File: src/inc/ctfd_regs.svh
// offsets, reset values and configuration-information bytes of the task-file decoder
`ifndef CTFD_REGS_SVH
`define CTFD_REGS_SVH

// ==========================================================
// task-file register offsets (A3..A0)
`define CTFD_OFF_DATA 4'h0
`define CTFD_OFF_ERR_FEAT 4'h1
`define CTFD_OFF_SEC_CNT 4'h2
`define CTFD_OFF_SEC_NUM 4'h3
`define CTFD_OFF_CYL_LO 4'h4
`define CTFD_OFF_CYL_HI 4'h5
`define CTFD_OFF_DRV_HEAD 4'h6
`define CTFD_OFF_STAT_CMD 4'h7
`define CTFD_OFF_DUP_EVEN 4'h8
`define CTFD_OFF_DUP_ODD 4'h9
`define CTFD_OFF_DUP_ERR 4'hD
`define CTFD_OFF_ALT_CTRL 4'hE
`define CTFD_OFF_DRV_ADDR 4'hF

// ==========================================================
// configuration index that selects the memory-mapped decode
`define CTFD_IDX_MEM 6'h00

// ==========================================================
// reset values of host-written registers, and the byte read at undefined locations
`define CTFD_TF_RST 8'h00
`define CTFD_DATA_RST 16'h0000
`define CTFD_UNDEF_RD 8'h00

// ==========================================================
// configuration information: attribute address and byte held there
`define CTFD_CIS_A_IO1_LO 11'h112
`define CTFD_CIS_D_IO1_LO 8'h70
`define CTFD_CIS_A_IO1_HI 11'h114
`define CTFD_CIS_D_IO1_HI 8'h01
`define CTFD_CIS_A_IO1_LEN 11'h116
`define CTFD_CIS_D_IO1_LEN 8'h07
`define CTFD_CIS_A_IO2_LO 11'h118
`define CTFD_CIS_D_IO2_LO 8'h76
`define CTFD_CIS_A_IO2_HI 11'h11A
`define CTFD_CIS_D_IO2_HI 8'h03
`define CTFD_CIS_A_IO2_LEN 11'h11C
`define CTFD_CIS_D_IO2_LEN 8'h01
`define CTFD_CIS_A_IRQ 11'h11E
`define CTFD_CIS_D_IRQ 8'hEE
`define CTFD_CIS_A_MISC 11'h120
`define CTFD_CIS_D_MISC 8'h20
`define CTFD_CIS_A_CFT 11'h122
`define CTFD_CIS_D_CFT 8'h1B
`define CTFD_CIS_A_CFT_LNK 11'h124
`define CTFD_CIS_D_CFT_LNK 8'h06
`define CTFD_CIS_A_INDX 11'h126
`define CTFD_CIS_D_INDX 8'h03
`define CTFD_CIS_A_FS 11'h128
`define CTFD_CIS_D_FS 8'h01
`define CTFD_CIS_A_PWR 11'h12A
`define CTFD_CIS_D_PWR 8'h21
`define CTFD_CIS_A_VNOM 11'h12C
`define CTFD_CIS_D_VNOM 8'hB5
`define CTFD_CIS_A_VEXT 11'h12E
`define CTFD_CIS_D_VEXT 8'h1E
`define CTFD_CIS_A_IAVG 11'h130
`define CTFD_CIS_D_IAVG 8'h4D
`define CTFD_CIS_A_NOLNK 11'h132
`define CTFD_CIS_D_NOLNK 8'h14
`define CTFD_CIS_A_NOLNK_L 11'h134
`define CTFD_CIS_D_NOLNK_L 8'h00
`define CTFD_CIS_A_END 11'h136
`define CTFD_CIS_D_END 8'hFF

`endif

File: src/inc/ctfd_pkg.sv
// types shared by the task-file decoder modules
package ctfd_pkg;

  // ==========================================================
  // decoded target of one host access
  typedef enum logic [3:0] {
    TGT_NONE = 4'h0,
    TGT_DATA_WORD = 4'h1,
    TGT_DATA_EVEN = 4'h2,
    TGT_DATA_ODD = 4'h3,
    TGT_ERR_FEAT = 4'h4,
    TGT_SEC_CNT = 4'h5,
    TGT_SEC_NUM = 4'h6,
    TGT_CYL_LO = 4'h7,
    TGT_CYL_HI = 4'h8,
    TGT_DRV_HEAD = 4'h9,
    TGT_STAT_CMD = 4'hA,
    TGT_ALT_CTRL = 4'hB,
    TGT_DRV_ADDR = 4'hC,
    TGT_ATTR = 4'hD
  } ctfd_tgt_t;

  // ==========================================================
  // host access phase, one bit changes from idle to either phase
  typedef enum logic [1:0] {
    ACC_IDLE = 2'h0,
    ACC_READ = 2'h1,
    ACC_WRITE = 2'h2
  } ctfd_acc_t;

endpackage : ctfd_pkg

File: src/ctfd_cis_rom.sv
// configuration information bytes at attribute addresses 112H to 136H
`timescale 1ns/1ps
`include "ctfd_regs.svh"

module ctfd_cis_rom
(
  input wire logic [10:0] attr_addr,
  output logic [7:0] cis_byte,
  output logic cis_hit
);

  // ==========================================================
  // byte lookup; odd or unlisted addresses give no defined data
  always_comb
  begin
    cis_hit = 1'b1;
    case (attr_addr)
      `CTFD_CIS_A_IO1_LO: cis_byte = `CTFD_CIS_D_IO1_LO;
      `CTFD_CIS_A_IO1_HI: cis_byte = `CTFD_CIS_D_IO1_HI;
      `CTFD_CIS_A_IO1_LEN: cis_byte = `CTFD_CIS_D_IO1_LEN;
      `CTFD_CIS_A_IO2_LO: cis_byte = `CTFD_CIS_D_IO2_LO;
      `CTFD_CIS_A_IO2_HI: cis_byte = `CTFD_CIS_D_IO2_HI;
      `CTFD_CIS_A_IO2_LEN: cis_byte = `CTFD_CIS_D_IO2_LEN;
      `CTFD_CIS_A_IRQ: cis_byte = `CTFD_CIS_D_IRQ;
      `CTFD_CIS_A_MISC: cis_byte = `CTFD_CIS_D_MISC;
      `CTFD_CIS_A_CFT: cis_byte = `CTFD_CIS_D_CFT;
      `CTFD_CIS_A_CFT_LNK: cis_byte = `CTFD_CIS_D_CFT_LNK;
      `CTFD_CIS_A_INDX: cis_byte = `CTFD_CIS_D_INDX;
      `CTFD_CIS_A_FS: cis_byte = `CTFD_CIS_D_FS;
      `CTFD_CIS_A_PWR: cis_byte = `CTFD_CIS_D_PWR;
      `CTFD_CIS_A_VNOM: cis_byte = `CTFD_CIS_D_VNOM;
      `CTFD_CIS_A_VEXT: cis_byte = `CTFD_CIS_D_VEXT;
      `CTFD_CIS_A_IAVG: cis_byte = `CTFD_CIS_D_IAVG;
      `CTFD_CIS_A_NOLNK: cis_byte = `CTFD_CIS_D_NOLNK;
      `CTFD_CIS_A_NOLNK_L: cis_byte = `CTFD_CIS_D_NOLNK_L;
      `CTFD_CIS_A_END: cis_byte = `CTFD_CIS_D_END;
      default:
      begin
        cis_byte = `CTFD_UNDEF_RD;
        cis_hit = 1'b0;
      end
    endcase
  end

endmodule : ctfd_cis_rom

File: src/ctfd_task_file.sv
// memory-mode task-file decoder with its register file and attribute window
// Behaviour
// - decode choice follows the configuration index the host wrote
// - index 0: decode when register select high, A10 low; A3..A0 is offset
// - offsets 0..6: data, error/feature, count, number, cyl low/high, drive-head
// - offset 7 reads status, writes command; E reads alt status, writes control
// - 8 and 9 duplicate even and odd data bytes; D duplicates error/feature
// - offset F reads drive address; writes there have no effect
// - A10 high ignores A9..A1; A0 picks even or odd data byte
// - attribute 112H/114H hold 70H/01H, first I/O base
// - attribute 116H holds 07H, first I/O length minus one
// - attribute 118H/11AH hold 76H/03H, second I/O base
// - attribute 11CH holds 01H, second I/O length minus one
// - attribute 11EH holds EEH, the interrupt descriptor
// - attribute 120H holds 20H, the miscellaneous features byte
// - attribute 122H holds 1BH entry tuple, then link byte 06H
// - attribute 126H holds 03H, entry number 3
// - attribute 128H holds 01H, supply power info only
// - 132H holds 14H, link 00H; 136H holds FFH end of list
// - data register is 16-bit read/write, word or byte accessible
`timescale 1ns/1ps
`include "ctfd_regs.svh"

module ctfd_task_file
  import ctfd_pkg::*;
(
  input wire logic clk_sys,
  input wire logic arst_n,
  input wire logic reg_sel,
  input wire logic [10:0] addr,
  input wire logic oe_n,
  input wire logic we_n,
  input wire logic [15:0] data_in,
  input wire logic [5:0] cfg_index,
  input wire logic [7:0] core_status,
  input wire logic [7:0] core_error,
  input wire logic [7:0] core_drive_addr,
  input wire logic [15:0] core_data,
  input wire logic core_data_load,
  output logic [15:0] data_out,
  output logic data_oe,
  output logic [15:0] sector_data_port,
  output logic [7:0] option_byte,
  output logic [7:0] sector_count,
  output logic [7:0] sector_index,
  output logic [7:0] track_low,
  output logic [7:0] track_high,
  output logic [7:0] unit_surface,
  output logic [7:0] opcode,
  output logic opcode_strobe,
  output logic [7:0] control_byte,
  output logic data_wr_strobe,
  output logic data_rd_strobe
);

  // ==========================================================
  // address decode
  function automatic ctfd_tgt_t tf_decode(
    input logic rs,
    input logic [10:0] a,
    input logic [5:0] idx
  );
    ctfd_tgt_t t;
    t = TGT_NONE;
    if (!rs)
      t = TGT_ATTR;
    else if (idx != `CTFD_IDX_MEM)
      t = TGT_NONE;
    else if (a[10])
      t = a[0] ? TGT_DATA_ODD : TGT_DATA_EVEN;
    else
    begin
      // A9..A4 take no part in the choice
      case (a[3:0])
        `CTFD_OFF_DATA: t = TGT_DATA_WORD;
        `CTFD_OFF_ERR_FEAT: t = TGT_ERR_FEAT;
        `CTFD_OFF_SEC_CNT: t = TGT_SEC_CNT;
        `CTFD_OFF_SEC_NUM: t = TGT_SEC_NUM;
        `CTFD_OFF_CYL_LO: t = TGT_CYL_LO;
        `CTFD_OFF_CYL_HI: t = TGT_CYL_HI;
        `CTFD_OFF_DRV_HEAD: t = TGT_DRV_HEAD;
        `CTFD_OFF_STAT_CMD: t = TGT_STAT_CMD;
        `CTFD_OFF_DUP_EVEN: t = TGT_DATA_EVEN;
        `CTFD_OFF_DUP_ODD: t = TGT_DATA_ODD;
        `CTFD_OFF_DUP_ERR: t = TGT_ERR_FEAT;
        `CTFD_OFF_ALT_CTRL: t = TGT_ALT_CTRL;
        `CTFD_OFF_DRV_ADDR: t = TGT_DRV_ADDR;
        default: t = TGT_NONE; // offsets A..C
      endcase
    end
    return t;
  endfunction : tf_decode

  // ==========================================================
  // state
  ctfd_acc_t acc_state_reg;
  ctfd_acc_t acc_state_next;
  logic [15:0] data_out_reg;
  logic data_oe_reg;
  logic [15:0] data_word_reg;
  logic [7:0] option_reg;
  logic [7:0] sec_cnt_reg;
  logic [7:0] sec_num_reg;
  logic [7:0] cyl_lo_reg;
  logic [7:0] cyl_hi_reg;
  logic [7:0] drv_head_reg;
  logic [7:0] opcode_reg;
  logic opcode_strobe_reg;
  logic [7:0] control_reg;
  logic data_wr_strobe_reg;
  logic data_rd_strobe_reg;

  // ==========================================================
  // decode and access edges
  wire ctfd_tgt_t tgt;
  wire logic [7:0] cis_byte;
  wire logic cis_hit;
  wire logic rd_active;
  wire logic wr_active;
  wire logic rd_edge;
  wire logic wr_edge;
  wire logic [7:0] wr_byte;

  assign tgt = tf_decode(reg_sel, addr, cfg_index);
  // read wins when the host glitches both strobes low together
  assign rd_active = !oe_n;
  assign wr_active = oe_n && !we_n;
  // one commit per strobe: a write held over many clocks lands once
  assign rd_edge = rd_active && (acc_state_reg != ACC_READ);
  assign wr_edge = wr_active && (acc_state_reg != ACC_WRITE);
  // byte-wide accesses use the low lane
  assign wr_byte = data_in[7:0];

  // attribute bytes come from the configuration table
  ctfd_cis_rom u_cis
  (
    .attr_addr(addr),
    .cis_byte(cis_byte),
    .cis_hit(cis_hit)
  );

  // ==========================================================
  // read data selection
  wire logic [15:0] rd_mux;
  wire logic [7:0] rd_byte;

  assign rd_byte =
    (tgt == TGT_DATA_EVEN) ? data_word_reg[7:0] :
    (tgt == TGT_DATA_ODD) ? data_word_reg[15:8] :
    (tgt == TGT_ERR_FEAT) ? core_error :
    (tgt == TGT_SEC_CNT) ? sec_cnt_reg :
    (tgt == TGT_SEC_NUM) ? sec_num_reg :
    (tgt == TGT_CYL_LO) ? cyl_lo_reg :
    (tgt == TGT_CYL_HI) ? cyl_hi_reg :
    (tgt == TGT_DRV_HEAD) ? drv_head_reg :
    (tgt == TGT_STAT_CMD) ? core_status :
    (tgt == TGT_ALT_CTRL) ? core_status :
    (tgt == TGT_DRV_ADDR) ? core_drive_addr :
    ((tgt == TGT_ATTR) && cis_hit) ? cis_byte :
    `CTFD_UNDEF_RD;
  assign rd_mux = (tgt == TGT_DATA_WORD) ? data_word_reg : {8'h00, rd_byte};

  // ==========================================================
  // access phase tracking
  always_comb
  begin
    case (acc_state_reg)
      ACC_IDLE, ACC_READ, ACC_WRITE:
        acc_state_next = rd_active ? ACC_READ : (wr_active ? ACC_WRITE : ACC_IDLE);
      default: acc_state_next = ACC_IDLE;
    endcase
  end

  always_ff @(posedge clk_sys or negedge arst_n)
  begin
    if (!arst_n)
      acc_state_reg <= ACC_IDLE;
    else
      acc_state_reg <= acc_state_next;
  end

  // ==========================================================
  // read port: data stands one clock after the strobe and address
  always_ff @(posedge clk_sys or negedge arst_n)
  begin
    if (!arst_n)
    begin
      data_out_reg <= `CTFD_DATA_RST;
      data_oe_reg <= 1'b0;
    end
    else
    begin
      data_out_reg <= rd_active ? rd_mux : `CTFD_DATA_RST;
      data_oe_reg <= rd_active;
    end
  end

  // ==========================================================
  // data register; host write beats a core load in the same clock
  wire logic wr_word;
  wire logic wr_even;
  wire logic wr_odd;

  assign wr_word = wr_edge && (tgt == TGT_DATA_WORD);
  assign wr_even = wr_edge && (tgt == TGT_DATA_EVEN);
  assign wr_odd = wr_edge && (tgt == TGT_DATA_ODD);

  always_ff @(posedge clk_sys or negedge arst_n)
  begin
    if (!arst_n)
      data_word_reg <= `CTFD_DATA_RST;
    else if (wr_word)
      data_word_reg <= data_in;
    else if (wr_even)
      data_word_reg[7:0] <= wr_byte;
    else if (wr_odd)
      data_word_reg[15:8] <= wr_byte;
    else if (core_data_load)
      data_word_reg <= core_data;
  end

  // the word is complete after a word write or its odd byte
  always_ff @(posedge clk_sys or negedge arst_n)
  begin
    if (!arst_n)
    begin
      data_wr_strobe_reg <= 1'b0;
      data_rd_strobe_reg <= 1'b0;
    end
    else
    begin
      data_wr_strobe_reg <= wr_word || wr_odd;
      data_rd_strobe_reg <= rd_edge && ((tgt == TGT_DATA_WORD) || (tgt == TGT_DATA_ODD));
    end
  end

  // ==========================================================
  // byte registers written by the host
  always_ff @(posedge clk_sys or negedge arst_n)
  begin
    if (!arst_n)
    begin
      option_reg <= `CTFD_TF_RST;
      sec_cnt_reg <= `CTFD_TF_RST;
      sec_num_reg <= `CTFD_TF_RST;
      cyl_lo_reg <= `CTFD_TF_RST;
      cyl_hi_reg <= `CTFD_TF_RST;
      drv_head_reg <= `CTFD_TF_RST;
    end
    else if (wr_edge)
    begin
      if (tgt == TGT_ERR_FEAT) option_reg <= wr_byte;
      if (tgt == TGT_SEC_CNT) sec_cnt_reg <= wr_byte;
      if (tgt == TGT_SEC_NUM) sec_num_reg <= wr_byte;
      if (tgt == TGT_CYL_LO) cyl_lo_reg <= wr_byte;
      if (tgt == TGT_CYL_HI) cyl_hi_reg <= wr_byte;
      if (tgt == TGT_DRV_HEAD) drv_head_reg <= wr_byte;
    end
  end

  // command and device control; offset F and A..C fall through
  always_ff @(posedge clk_sys or negedge arst_n)
  begin
    if (!arst_n)
    begin
      opcode_reg <= `CTFD_TF_RST;
      opcode_strobe_reg <= 1'b0;
      control_reg <= `CTFD_TF_RST;
    end
    else
    begin
      opcode_strobe_reg <= wr_edge && (tgt == TGT_STAT_CMD);
      if (wr_edge && (tgt == TGT_STAT_CMD)) opcode_reg <= wr_byte;
      if (wr_edge && (tgt == TGT_ALT_CTRL)) control_reg <= wr_byte;
    end
  end

  // ==========================================================
  // outputs
  assign data_out = data_out_reg;
  assign data_oe = data_oe_reg;
  assign sector_data_port = data_word_reg;
  assign option_byte = option_reg;
  assign sector_count = sec_cnt_reg;
  assign sector_index = sec_num_reg;
  assign track_low = cyl_lo_reg;
  assign track_high = cyl_hi_reg;
  assign unit_surface = drv_head_reg;
  assign opcode = opcode_reg;
  assign opcode_strobe = opcode_strobe_reg;
  assign control_byte = control_reg;
  assign data_wr_strobe = data_wr_strobe_reg;
  assign data_rd_strobe = data_rd_strobe_reg;
endmodule : ctfd_task_file

File: config.mk
export PLATFORM = sky130hd
export DESIGN_NAME = ctfd_task_file
export DESIGN_NICKNAME = d
export VERILOG_FILES = /design/src/inc/ctfd_pkg.sv /design/src/ctfd_cis_rom.sv /design/src/ctfd_task_file.sv
export VERILOG_INCLUDE_DIRS = /design/src /design/src/inc
export SDC_FILE = /design/constraint.sdc
export NUM_CORES = 1
export LEC_CHECK = 0
export ABC_AREA = 1
export ABC_CLOCK_PERIOD_IN_PS = 2300
export BUFFER_PORTS_ARGS = -buffer_cell sky130_fd_sc_hd__buf_4
export CAP_MARGIN = 20
export CORE_MARGIN = 2
export CORE_UTILIZATION = 55
export DETAILED_ROUTE_END_ITERATION = 10
export GPL_ROUTABILITY_DRIVEN = 0
export PLACE_DENSITY = 0.92
export SLEW_MARGIN = 20
export SYNTH_ARGS = -nofsm -noshare
export SYNTH_HDL_FRONTEND = slang
export SYNTH_SLANG_ARGS = --single-unit
File: constraint.sdc
create_clock -name clk_sys -period 2.3 [get_ports clk_sys]
set_input_delay 0.23 -clock clk_sys [delete_from_list [all_inputs] [get_ports clk_sys]]
set_output_delay 0.23 -clock clk_sys [all_outputs]
set_load 0.05 [all_outputs]
# Yosys cells after proc, flatten, opt, wreduce, memory -nomap -nowiden
# Memory sizes are Yosys's and may differ from the RTL's.
# Index checks and enable logic that the tools add are counted.
[totals]
inputBits = 79
word_cells = 114
memories = 1
out_inout_bits = 100
register_bits = 102
romBits = 64
[memory_table]
columns = ["memory", "words", "width", "read_ports", "rd_clocked_by_memory_dff", "wr", "line_no", "rtl"]
rows = [
  ["(name not given)", 16, 4, 1, 0, 0, "ctfd_task_file.sv:74", "case (a[3:0])"],
]
[classes]
n_mux = 29
eq_ne = 38
reduce_logical = 30
[op_table]
columns = ["operator", "count"]
rows = [
  ["$eq 11x9->1 const B", 19],
  ["$mux 8", 16],
  ["$pmux 8 s15", 1],
  ["$mux 16", 4],
  ["$eq 4x4->1 const B", 6],
  ["$reduce_or 19->1", 1],
  ["$eq 4x3->1 const B", 4],
  ["$reduce_and 2->1", 8],
  ["$mux 4", 3],
  ["$logic_and 1x1->1", 10],
  ["$eq 4x2->1 const B", 2],
  ["$mux 2", 3],
  ["$reduce_bool 3->1", 2],
  ["$reduce_bool 6->1", 1],
  ["$reduce_or 3->1", 2],
  ["$eq 4x1->1 const B", 1],
  ["$ne 2x2->1 const B", 2],
  ["$ne 3x3->1 const B", 1],
  ["$eq 2x1->1 const B", 1],
  ["$eq 2x2->1 const B", 1],
  ["$logic_not 1->1", 2],
  ["$logic_not 2->1", 1],
  ["$logic_or 1x1->1", 2],
  ["$mux 1", 2],
  ["other kinds (2)", 2],
]

# Longest topological paths before layout
# Gate-level depths: netlist (run 1).
[depth]
word_depth = 20
depth_mapped = 22
ltp_nobuf = 22

# Cells and area by module
# Synthesis (run 1) repeated with hierarchy kept, for this count alone.
[unflattened]
cells_unflattened = 727
hier_area_um2 = 5472.7
[by_module_without_submodules]
columns = ["module", "instances", "seq_area_each_um2", "cells_per_inst", "area_per_inst_um2"]
rows = [
  ["ctfd_task_file", 1, 2552.4, 631, 5028.6],
  ["ctfd_cis_rom", 1, 0.0, 96, 444.2],
]

# Worst setup path after synthesis (run 1)
# OpenSTA, ideal clock, no wires.
[synth_timing]
path_type = "input to register"
from = "in addr[0]"
to = "reg data_word_reg[0] (netlist: sector_data_port[0])"
t_arrival_ns = 1.923
path_buffers = 1
setup_time_ns = 0.126
path_slack_ns = 0.251
path_stages = 16
path_cell_list = "inv_1 > ha_1 > nand3b_1 > o21ai_2 > o21ai_4 > nor2_2 > inv_2 > nor2_8 > inv_6 > nor2_8 > inv_4 > nand2_1 > inv_2 > buf_6 > nor2_1 > a31oi_1"
[synth_via]
elab_chain_cells = 8
word_cells_on_any_way = 16
classes_between = "4 x eq/ne; 6 x mux; 5 x reduce/logical; 1 x memory"
[synth_lines]
columns = ["item", "line_no", "rtl"]
rows = [
  ["start: declaration", "ctfd_task_file.sv:30", "input wire logic [10:0] addr,"],
  ["$mem_v2 16x4 / $mux 1 (equally long branches)", "n/a", ""],
  ["$mux 4 *", "ctfd_task_file.sv:69", "else if (a[10])"],
  ["$mux 4 *", "ctfd_task_file.sv:67", "else if (idx != `CTFD_IDX_MEM)"],
  ["$mux 4 *", "ctfd_task_file.sv:65", "if (!rs)"],
  ["$eq 4x1->1, or another cell as far along", "ctfd_task_file.sv:204", "assign wr_word = wr_edge && (tgt == TGT_DATA_WORD);"],
  ["$logic_and 1x1->1 (on tied branches)", "ctfd_task_file.sv:204, ctfd_task_file.sv:205, ctfd_task_file.sv:206", ""],
  ["$ne 3x3->1 (no line), or another cell as far along", "n/a", ""],
  ["$reduce_and 2->1 (no line) / $mux 16 (equally long branches)", "n/a", ""],
  ["end signal: assignment", "ctfd_task_file.sv:211", "data_word_reg <= `CTFD_DATA_RST;"],
  ["end signal: assignment", "ctfd_task_file.sv:213", "data_word_reg <= data_in;"],
  ["end signal: assignment", "ctfd_task_file.sv:215", "data_word_reg[7:0] <= wr_byte;"],
  ["end: declaration", "ctfd_task_file.sv:100", "logic [15:0] data_word_reg;"],
]
# Mark *: on every way between the ends. The rest lies on a longest branch, timed or not.
# A chain may end at the register's enable or synchronous reset.

# Worst setup path after layout (run 1)
[layout_timing]
from = "in addr[1]"
to = "reg data_out_reg[2] (netlist: data_out[2])"
[layout_via]
elab_chain_cells = 20
word_cells_on_any_way = 56
classes_between = "32 x eq/ne; 19 x mux; 4 x reduce/logical; 1 x memory"
[layout_lines]
columns = ["item", "line_no", "rtl"]
rows = [
  ["$mem_v2 16x4", "n/a", ""],
  ["$mux 4", "ctfd_task_file.sv:69", ""],
  ["$mux 4", "ctfd_task_file.sv:67", ""],
  ["$mux 4", "ctfd_task_file.sv:65", ""],
  ["$eq 4x4->1", "ctfd_task_file.sv:159", "((tgt == TGT_ATTR) && cis_hit) ? cis_byte :"],
  ["$logic_and 1x1->1", "ctfd_task_file.sv:159", ""],
  ["$mux 8 (no line) (12 in a row)", "n/a", ""],
  ["$mux 16 *", "ctfd_task_file.sv:161", "assign rd_mux = (tgt == TGT_DATA_WORD) ? data_word_reg : {8'h00, rd_byte};"],
  ["$mux 16 (no line) *", "n/a", ""],
  ["end signal: assignment", "ctfd_task_file.sv:188", "data_out_reg <= `CTFD_DATA_RST;"],
  ["end signal: assignment", "ctfd_task_file.sv:193", "data_out_reg <= rd_active ? rd_mux : `CTFD_DATA_RST;"],
  ["end: declaration", "ctfd_task_file.sv:98", "logic [15:0] data_out_reg;"],
]
# Marked as above.

==> results.py, run 1 <==
metrics = {
    "run_status": {
        "status": "complete, no violations",
    },
    "final_layout": {
        "multiInputGateArea_mm2": 0.00257,
        "drive_gt1_frac": 0.298,
        "nNetsFinal": 1031,
        "diodes": 0,
        "fillCellCount": 725,
        "regArea_mm2": 0.00255,
        "fin_area_mm2": 0.00741,
        "layout.cells.non_filler": 1085,
        "final_util": 0.758,
        "area_growth_pct": 33.5,
    },
    "setup_path": {
        "crit_start": "addr[1]",
        "endpoint": "data_out[2]",
        "reg2reg_depth": 7,
        "cp-start-kind": "primary input",
        "r2r-start": "acc_state_reg[0]",
        "critPathRequiredTime_ns": 2.56,
        "r2r_slack_ns": 0.50,
        "critical_path_class": "primary input to flip-flop",
        "cp_max_fo": 14,
        "reg2reg_to": "sector_index[0]",
        "endpoint_kind": "flip-flop",
        "cp_data_arrival_time_ns": 2.37,
    },
    "timing": {
        "finalClockSkew_ns": 0.0141,
        "fmax_ghz": 0.473,
        "finalSetupViolCount": 0,
        "finalMaxSlewViolations": 0,
        "finalHoldViolCount": 0,
        "fin_crit_sh": 0.919,
        "timing.hold.ws_ns": 0.114,
        "setup_ws_ns": 0.187,
        "fin_tns_setup_ns": 0,
        "relSlewSlack": 0.673,
        "tightest_slew_ns": 0.491,
        "period_minus_slack_ns": 2.11,
    },
    "synthesis": {
        "yosysMostFrequentCell": "nand2_1",
        "async_flop_share": 1.00,
        "synth-seq-cells": 102,
        "synth_cell_type_count": 35,
        "synth-edff-count": 0,
        "syn_area_mm2": 0.00555,
        "yosys.area.top_type_share": 0.460,
        "synth_nets": 828,
        "synth-seq-area-share": 0.460,
        "synth_ff_type": "dfrtp_1",
        "syn_avg_cell_area_um2": 7.46,
        "ys_top_cells_by_count": "256 x nand2_1, 102 x dfrtp_1, 70 x inv_1, 67 x o21ai_0, 60 x nor2_1",
        "yosys-top-cells-area": "dfrtp_1 46%, nand2_1 17%, o21ai_0 6.0%, inv_1 4.7%, nor2_1 4.1%",
        "yosys_warnings": 0,
        "netlist_instances": 744,
        "yosysTopAreaCell": "dfrtp_1",
    },
    "power": {
        "ir_drop_mv": 0.438,
        "p_leak_nw": 3.91,
        "pwr-share-clk": 0.302,
        "switching_share": 0.311,
        "p_switching_mw": 1.13,
        "powerDensity_mw_per_mm2": 491,
        "p_int_mw": 2.51,
        "p_seq_frac": 0.513,
        "p_total_mw": 3.64,
        "combPwrFrac": 0.185,
    },
    "floorplan": {
        "initial_utilization": 0.568,
        "io_pins": 179,
        "die_width_um": 104,
        "die_height_um": 104,
        "core_area_mm2": 0.00977,
        "dieArea_mm2": 0.0109,
        "row_count": 36,
    },
    "route": {
        "wl_um": 17300,
        "viasPerCell": 5.45,
        "drc": 0,
        "detail-route-antenna-nets": 0,
        "drt-initial-drc-count": 594,
        "via_count": 5915,
        "wl_per_cell_um": 15.9,
        "firstDrtPassIters": 8,
    },
    "clocking": {
        "cts_sinks": 102,
        "cts_setup_buffers": 0,
        "cts_root_buf": "clkbuf_8",
        "htreeDepth": 3,
        "path_clk_slew_ns": 0.11,
        "clk_path_buf_depth": 2,
        "clk_latency_ns": 0.37,
        "cts_tree": "yes",
        "cts-buffers-inserted": 9,
    },
    "global_route": {
        "grt_pass1_vias": 5655,
        "antenna_found_initial": 0,
        "grt_max_degree": 79,
        "grt_overflow": 0,
        "grt_pass1_wl_um": 27700,
        "grt_usage": 0.319,
    },
    "placed_design": {
        "dpl.hpwl_um": 13000,
        "dp.cells": 1068,
        "pre_cts_ws_ns": -0.155,
        "placedInstanceArea_mm2": 0.00720,
        "port_buffers": 178,
    },
    "hold_path": {
        "hp-class": "primary input to flip-flop",
    },
    "flow_run": {
        "maxCapViolCount": 0,
    },
}
[final cells by class]
cell class	instances	share of cell area
Tap cell	133	0.0225
Timing Repair Buffer	209	0.214
Clock inverter	6	0.00743
Multi-Input combinational cell	537	0.347
Sequential cell	102	0.345
Clock buffer	10	0.0186
Inverter	88	0.0465
[cell families (layout without fill, tap and decap cells)]
logic type                 after synthesis  count (layout)  share of synthesized area
buffers and inverters                  105             313                     0.0796
DFF                                    102             102                      0.460
adders and majority gates                5               5                     0.0113
AOI/OAI and AO/OA                      132             132                      0.134
and+or+nand+nor                        400             400                      0.315
[worst max-delay path, cell delays in order]
cell      delay (ns)
buf_4           0.12
inv_1           0.08
ha_1            0.26
nand3b_1        0.12
o21ai_2         0.08
o21ai_4         0.21
inv_2           0.08
nor2_4          0.09
nand2_2         0.14
or2_2           0.30
nand2_1         0.07
nand2_1         0.08
nand2_1         0.08
nand4_1         0.08
nand2_1         0.12
nand2_1         0.07
nand2_1         0.08
a21oi_1         0.08
[layer usage]
| metal | share of wire | up-vias | track usage |
|---|---|---|---|
| met5 | 0 | - | 0 |
| met1 | 0.38 | 2675 | 0.417 |
| met3 | 0.12 | 72 | 0.0846 |
| met4 | 0.044 | 0 | 0.140 |
| li1 | - | 2786 | - |
| met2 | 0.46 | 382 | 0.501 |
[layout by cell type, fill, tap and decap left out, drive strengths merged]
cell type | netlist | final
nor3 | 3 | 3
o21ai | 83 | 83
a31oi | 12 | 12
a21oi | 21 | 21
ha | 5 | 5
clkbuf | 10 | 10
nand3b | 1 | 1
nor2 | 75 | 75
inv | 87 | 89
dfrtp | 102 | 102
clkinvlp | 0 | 1
buf | 7 | 208
clkinv | 1 | 4
or2 | 10 | 10
o211ai | 12 | 12
nand2 | 267 | 267
nand3 | 33 | 33
nand4 | 10 | 10
and3 | 1 | 1
dlygate4sd3 | 0 | 1
a22oi | 4 | 4
[power by group through the flow]
stage	Clock, mW	Combinational (mW)	Sequential, mW
finish	1.10	0.673	1.87
global route	1.18	0.718	1.87
CTS	1.11	0.666	1.87
detailed placement	0	0.659	1.90
global placement	0	0.648	1.90
floorplan	0	0.199	2.05
[repair_timing]
item,in CTS,in global routing
hold buffers,1,0
endpoints found under the hold margin,24,0
endpoints found under the setup margin,0,4
gates resized for setup,0,3
[how the worst min path moves through the flow]
stage | startpoint | to | slack (ns) | cells after the start
finish | core_data[0] | sector_data_port[0] | 0.11 | 3
global route | oe_n | data_out[6] | 0.10 | 2
CTS | oe_n | data_out[6] | 0.09 | 2
detailed placement | arst_n | data_out[11] | 0.15 | 1
global placement | arst_n | data_out[10] | 0.14 | 1
floorplan | arst_n | acc_state_reg[0] | -0.07 | 0
Note: power is estimated with default switching activity, not from simulation.
==> inputs of run 2 (changes only) <==
--- a/config.mk
+++ b/config.mk
@@ -18,4 +18,5 @@
 export SLEW_MARGIN = 20
 export SYNTH_ARGS = -nofsm -noshare
 export SYNTH_HDL_FRONTEND = slang
+export SYNTH_HIERARCHICAL = 1
 export SYNTH_SLANG_ARGS = --single-unit
==> run 2 against run 1 <==
Sequential cell count unchanged. Combinational power increased by 3.7%. Non-clock buffer count increased by 9. Die area decreased by 1.3%. Critical path type unchanged. Largest cell class is now registers.
==> results.py, run 2 <==
metrics = {
    "run_status": {
        "status": "complete, no violations",
    },
    "setup_path": {
        "r2r-start": "acc_state_reg[1]",
        "critPathMaxStageDelay_ns": 0.21,
        "critPathRequiredTime_ns": 2.57,
        "path_cells": "buf_4 -> inv_1 -> ha_1 -> nand2_1 -> nand2_1 -> nand2_1 -> nand2_1 -> nand2_1 -> nand2_2 -> inv_2 -> nand2_2 -> nor2_4 -> inv_2 -> o21ai_1 -> nand2_1 -> o21ai_1 -> nand4_1 -> nand2_1 -> nand2_1 -> nand2_1 -> a21oi_1",
        "critical_path_buf_inv_count": 4,
        "crit_top_cell": "nand2_1",
        "cp-start-kind": "primary input",
        "endpoint_kind": "flip-flop",
        "r2r_slack_ns": 0.56,
        "cp_data_arrival_time_ns": 2.37,
        "cp_top_family": "simple AND/OR/NAND/NOR gates",
        "critical_path_class": "primary input to flip-flop",
        "cpMaxStageDelayCell": "ha_1",
        "crit_start": "addr[0]",
        "cp_max_fo": 7,
    },
    "final_layout": {
        "layout.cells.non_filler": 1077,
        "diodes": 0,
        "area_growth_pct": 35.1,
        "layout_common_cells": "255 x nand2_1, 216 x buf_4, 102 x dfrtp_1",
        "multiInputGateArea_mm2": 0.00255,
        "final_util": 0.760,
        "nNetsFinal": 1023,
        "drive_gt1_frac": 0.299,
        "fillCellCount": 729,
        "fin_area_mm2": 0.00739,
        "regArea_mm2": 0.00255,
        "layout_commonest_cell": "nand2_1",
    },
    "global_route": {
        "grt_max_degree": 79,
        "grt_pass1_vias": 5553,
        "grt_pass1_wl_um": 27300,
        "grt_usage": 0.317,
        "grt_overflow": 0,
        "antenna_found_initial": 0,
    },
    "clocking": {
        "cts_root_buf": "clkbuf_8",
        "cts-buffers-inserted": 9,
        "cts_tree": "yes",
        "cts_sinks": 102,
        "path_clk_slew_ns": 0.12,
        "clk_path_buf_depth": 2,
        "clk_latency_ns": 0.37,
        "htreeDepth": 3,
    },
    "synthesis": {
        "yosysMostFrequentCell": "nand2_1",
        "synthXorXnorAreaFrac": 0,
        "syn_area_mm2": 0.00547,
        "synth-seq-cells": 102,
        "synth_nets": 811,
        "ys_top_cells_by_count": "255 x nand2_1, 102 x dfrtp_1, 68 x o21ai_0, 60 x inv_1, 44 x nor2_1",
        "netlist_instances": 727,
        "yosys.area.top_type_share": 0.466,
        "yosys_warnings": 6,
        "synth-edff-count": 0,
        "synth_top_family_by_area": "simple AND/OR/NAND/NOR gates",
        "synth_compound_area_frac": 0.150,
        "yosysTopAreaCell": "dfrtp_1",
        "yosys-top-cells-area": "dfrtp_1 47%, nand2_1 17%, o21ai_0 6.2%, inv_1 4.1%, nand3_1 3.0%",
        "synthAdderAreaFrac": 0.0114,
        "async_flop_share": 1.00,
        "synth_cell_type_count": 40,
        "synth_ff_type": "dfrtp_1",
        "yosys.area_share.simple": 0.305,
        "synth-seq-area-share": 0.466,
        "syn_avg_cell_area_um2": 7.53,
        "synth_mux_area_frac": 0,
    },
    "floorplan": {
        "io_pins": 179,
        "row_count": 36,
        "core_area_mm2": 0.00973,
        "die_width_um": 104,
        "initial_utilization": 0.563,
        "die_height_um": 104,
        "dieArea_mm2": 0.0108,
    },
    "power": {
        "powerDensity_mw_per_mm2": 494,
        "ir_drop_mv": 0.328,
        "p_leak_nw": 3.99,
        "p_total_mw": 3.65,
    },
    "route": {
        "viasPerCell": 5.44,
        "wl_per_cell_um": 15.8,
        "detail-route-antenna-nets": 0,
        "via_count": 5858,
        "firstDrtPassIters": 6,
        "drc": 0,
        "drt-initial-drc-count": 614,
        "wl_um": 17000,
    },
    "timing": {
        "period_minus_slack_ns": 2.10,
        "fmax_ghz": 0.476,
        "rsz0062_at_grt": "false",
        "relSlewSlack": 0.666,
        "finalClockSkew_ns": 0.0172,
        "finalHoldViolCount": 0,
        "finalSetupViolCount": 0,
        "fin_tns_setup_ns": 0,
        "tightest_slew_ns": 0.501,
        "fin_crit_sh": 0.913,
        "timing.hold.ws_ns": 0.118,
        "finalMaxSlewViolations": 0,
        "setup_ws_ns": 0.200,
    },
    "placed_design": {
        "dpl.hpwl_um": 12800,
        "pre_cts_ws_ns": -0.104,
        "dp.cells": 1059,
        "port_buffers": 178,
        "placedInstanceArea_mm2": 0.00719,
    },
    "hold_path": {
        "min_from": "data_in[9]",
        "hp-class": "primary input to flip-flop",
    },
    "flow_run": {
        "maxCapViolCount": 0,
    },
}
[run 2: changes by cell type after synthesis, moves of 3 or more]
cell / before / now
a31oi_1: 12 / 3
o31ai_1: 0 / 3
or2_0: 3 / 0
a21oi_1: 19 / 22
nor2_1: 60 / 44
o22ai_1: 0 / 8
nand3_1: 30 / 33
o211ai_1: 12 / 17
inv_1: 70 / 60
inv_4: 3 / 0
[run 2: logic make-up (layout without fill, tap and decap cells)]
group                    count (synthesis)  after routing
AO/OA/AOI/OAI                          145            145
adder cells (fa/ha/maj)                  5              5
AND/OR/NAND/NOR                        382            382
buffers and inverters                   93            310
flip-flops                             102            102
[run 2: timing repair]
item / CTS / global route
hold endpoints to repair: 24 / 0
setup endpoints to repair: 0 / 1
setup buffers: 0 / 1
hold buffers: 1 / 0
resized for setup: 0 / 1
[run 2: area by class of cell]
| type | count | share of cell area |
|---|---|---|
| Timing Repair Buffer | 218 | 0.223 |
| Tap cell | 133 | 0.0225 |
| Inverter | 76 | 0.0387 |
| Sequential cell | 102 | 0.345 |
| Clock buffer | 10 | 0.0173 |
| Clock inverter | 6 | 0.00778 |
| Multi-Input combinational cell | 532 | 0.345 |
[run 2: layer usage]
layer	track usage	wire length [um]	vias to the layer above
met5	0	0	-
met4	0.119	561	0
met3	0.0579	1510	50
met2	0.523	8090	298
met1	0.421	6860	2722
li1	-	-	2788
[run 2: final timing paths]
kind / to / cells past startpoint
worst max register to register: sector_data_port[10] / 9
worst min-delay path: sector_data_port[9] / 3
max in group asynchronous: track_low[4] / 3
worst max-delay path: data_out[5] / 21
worst min register to register: acc_state_reg[0] / 1
min in group asynchronous: data_out[12] / 2
[run 2: report_power, final]
group          internal [mW]  switching [mW]  total [mW]
logic                  0.239           0.459       0.698
registers               1.84          0.0342        1.88
clock network          0.412           0.668        1.08
total                   2.49            1.16        3.65
[run 2: worst register-to-register path, cell delays in order, from the launching register on]
cell and delay (ns):
dfrtp_1 0.38, inv_1 0.07, o21ai_2 0.17, buf_4 0.18
a21oi_2 0.05, or2_1 0.22, nand2_2 0.14, clkinv_2 0.17
o211ai_1 0.14, o21ai_1 0.13
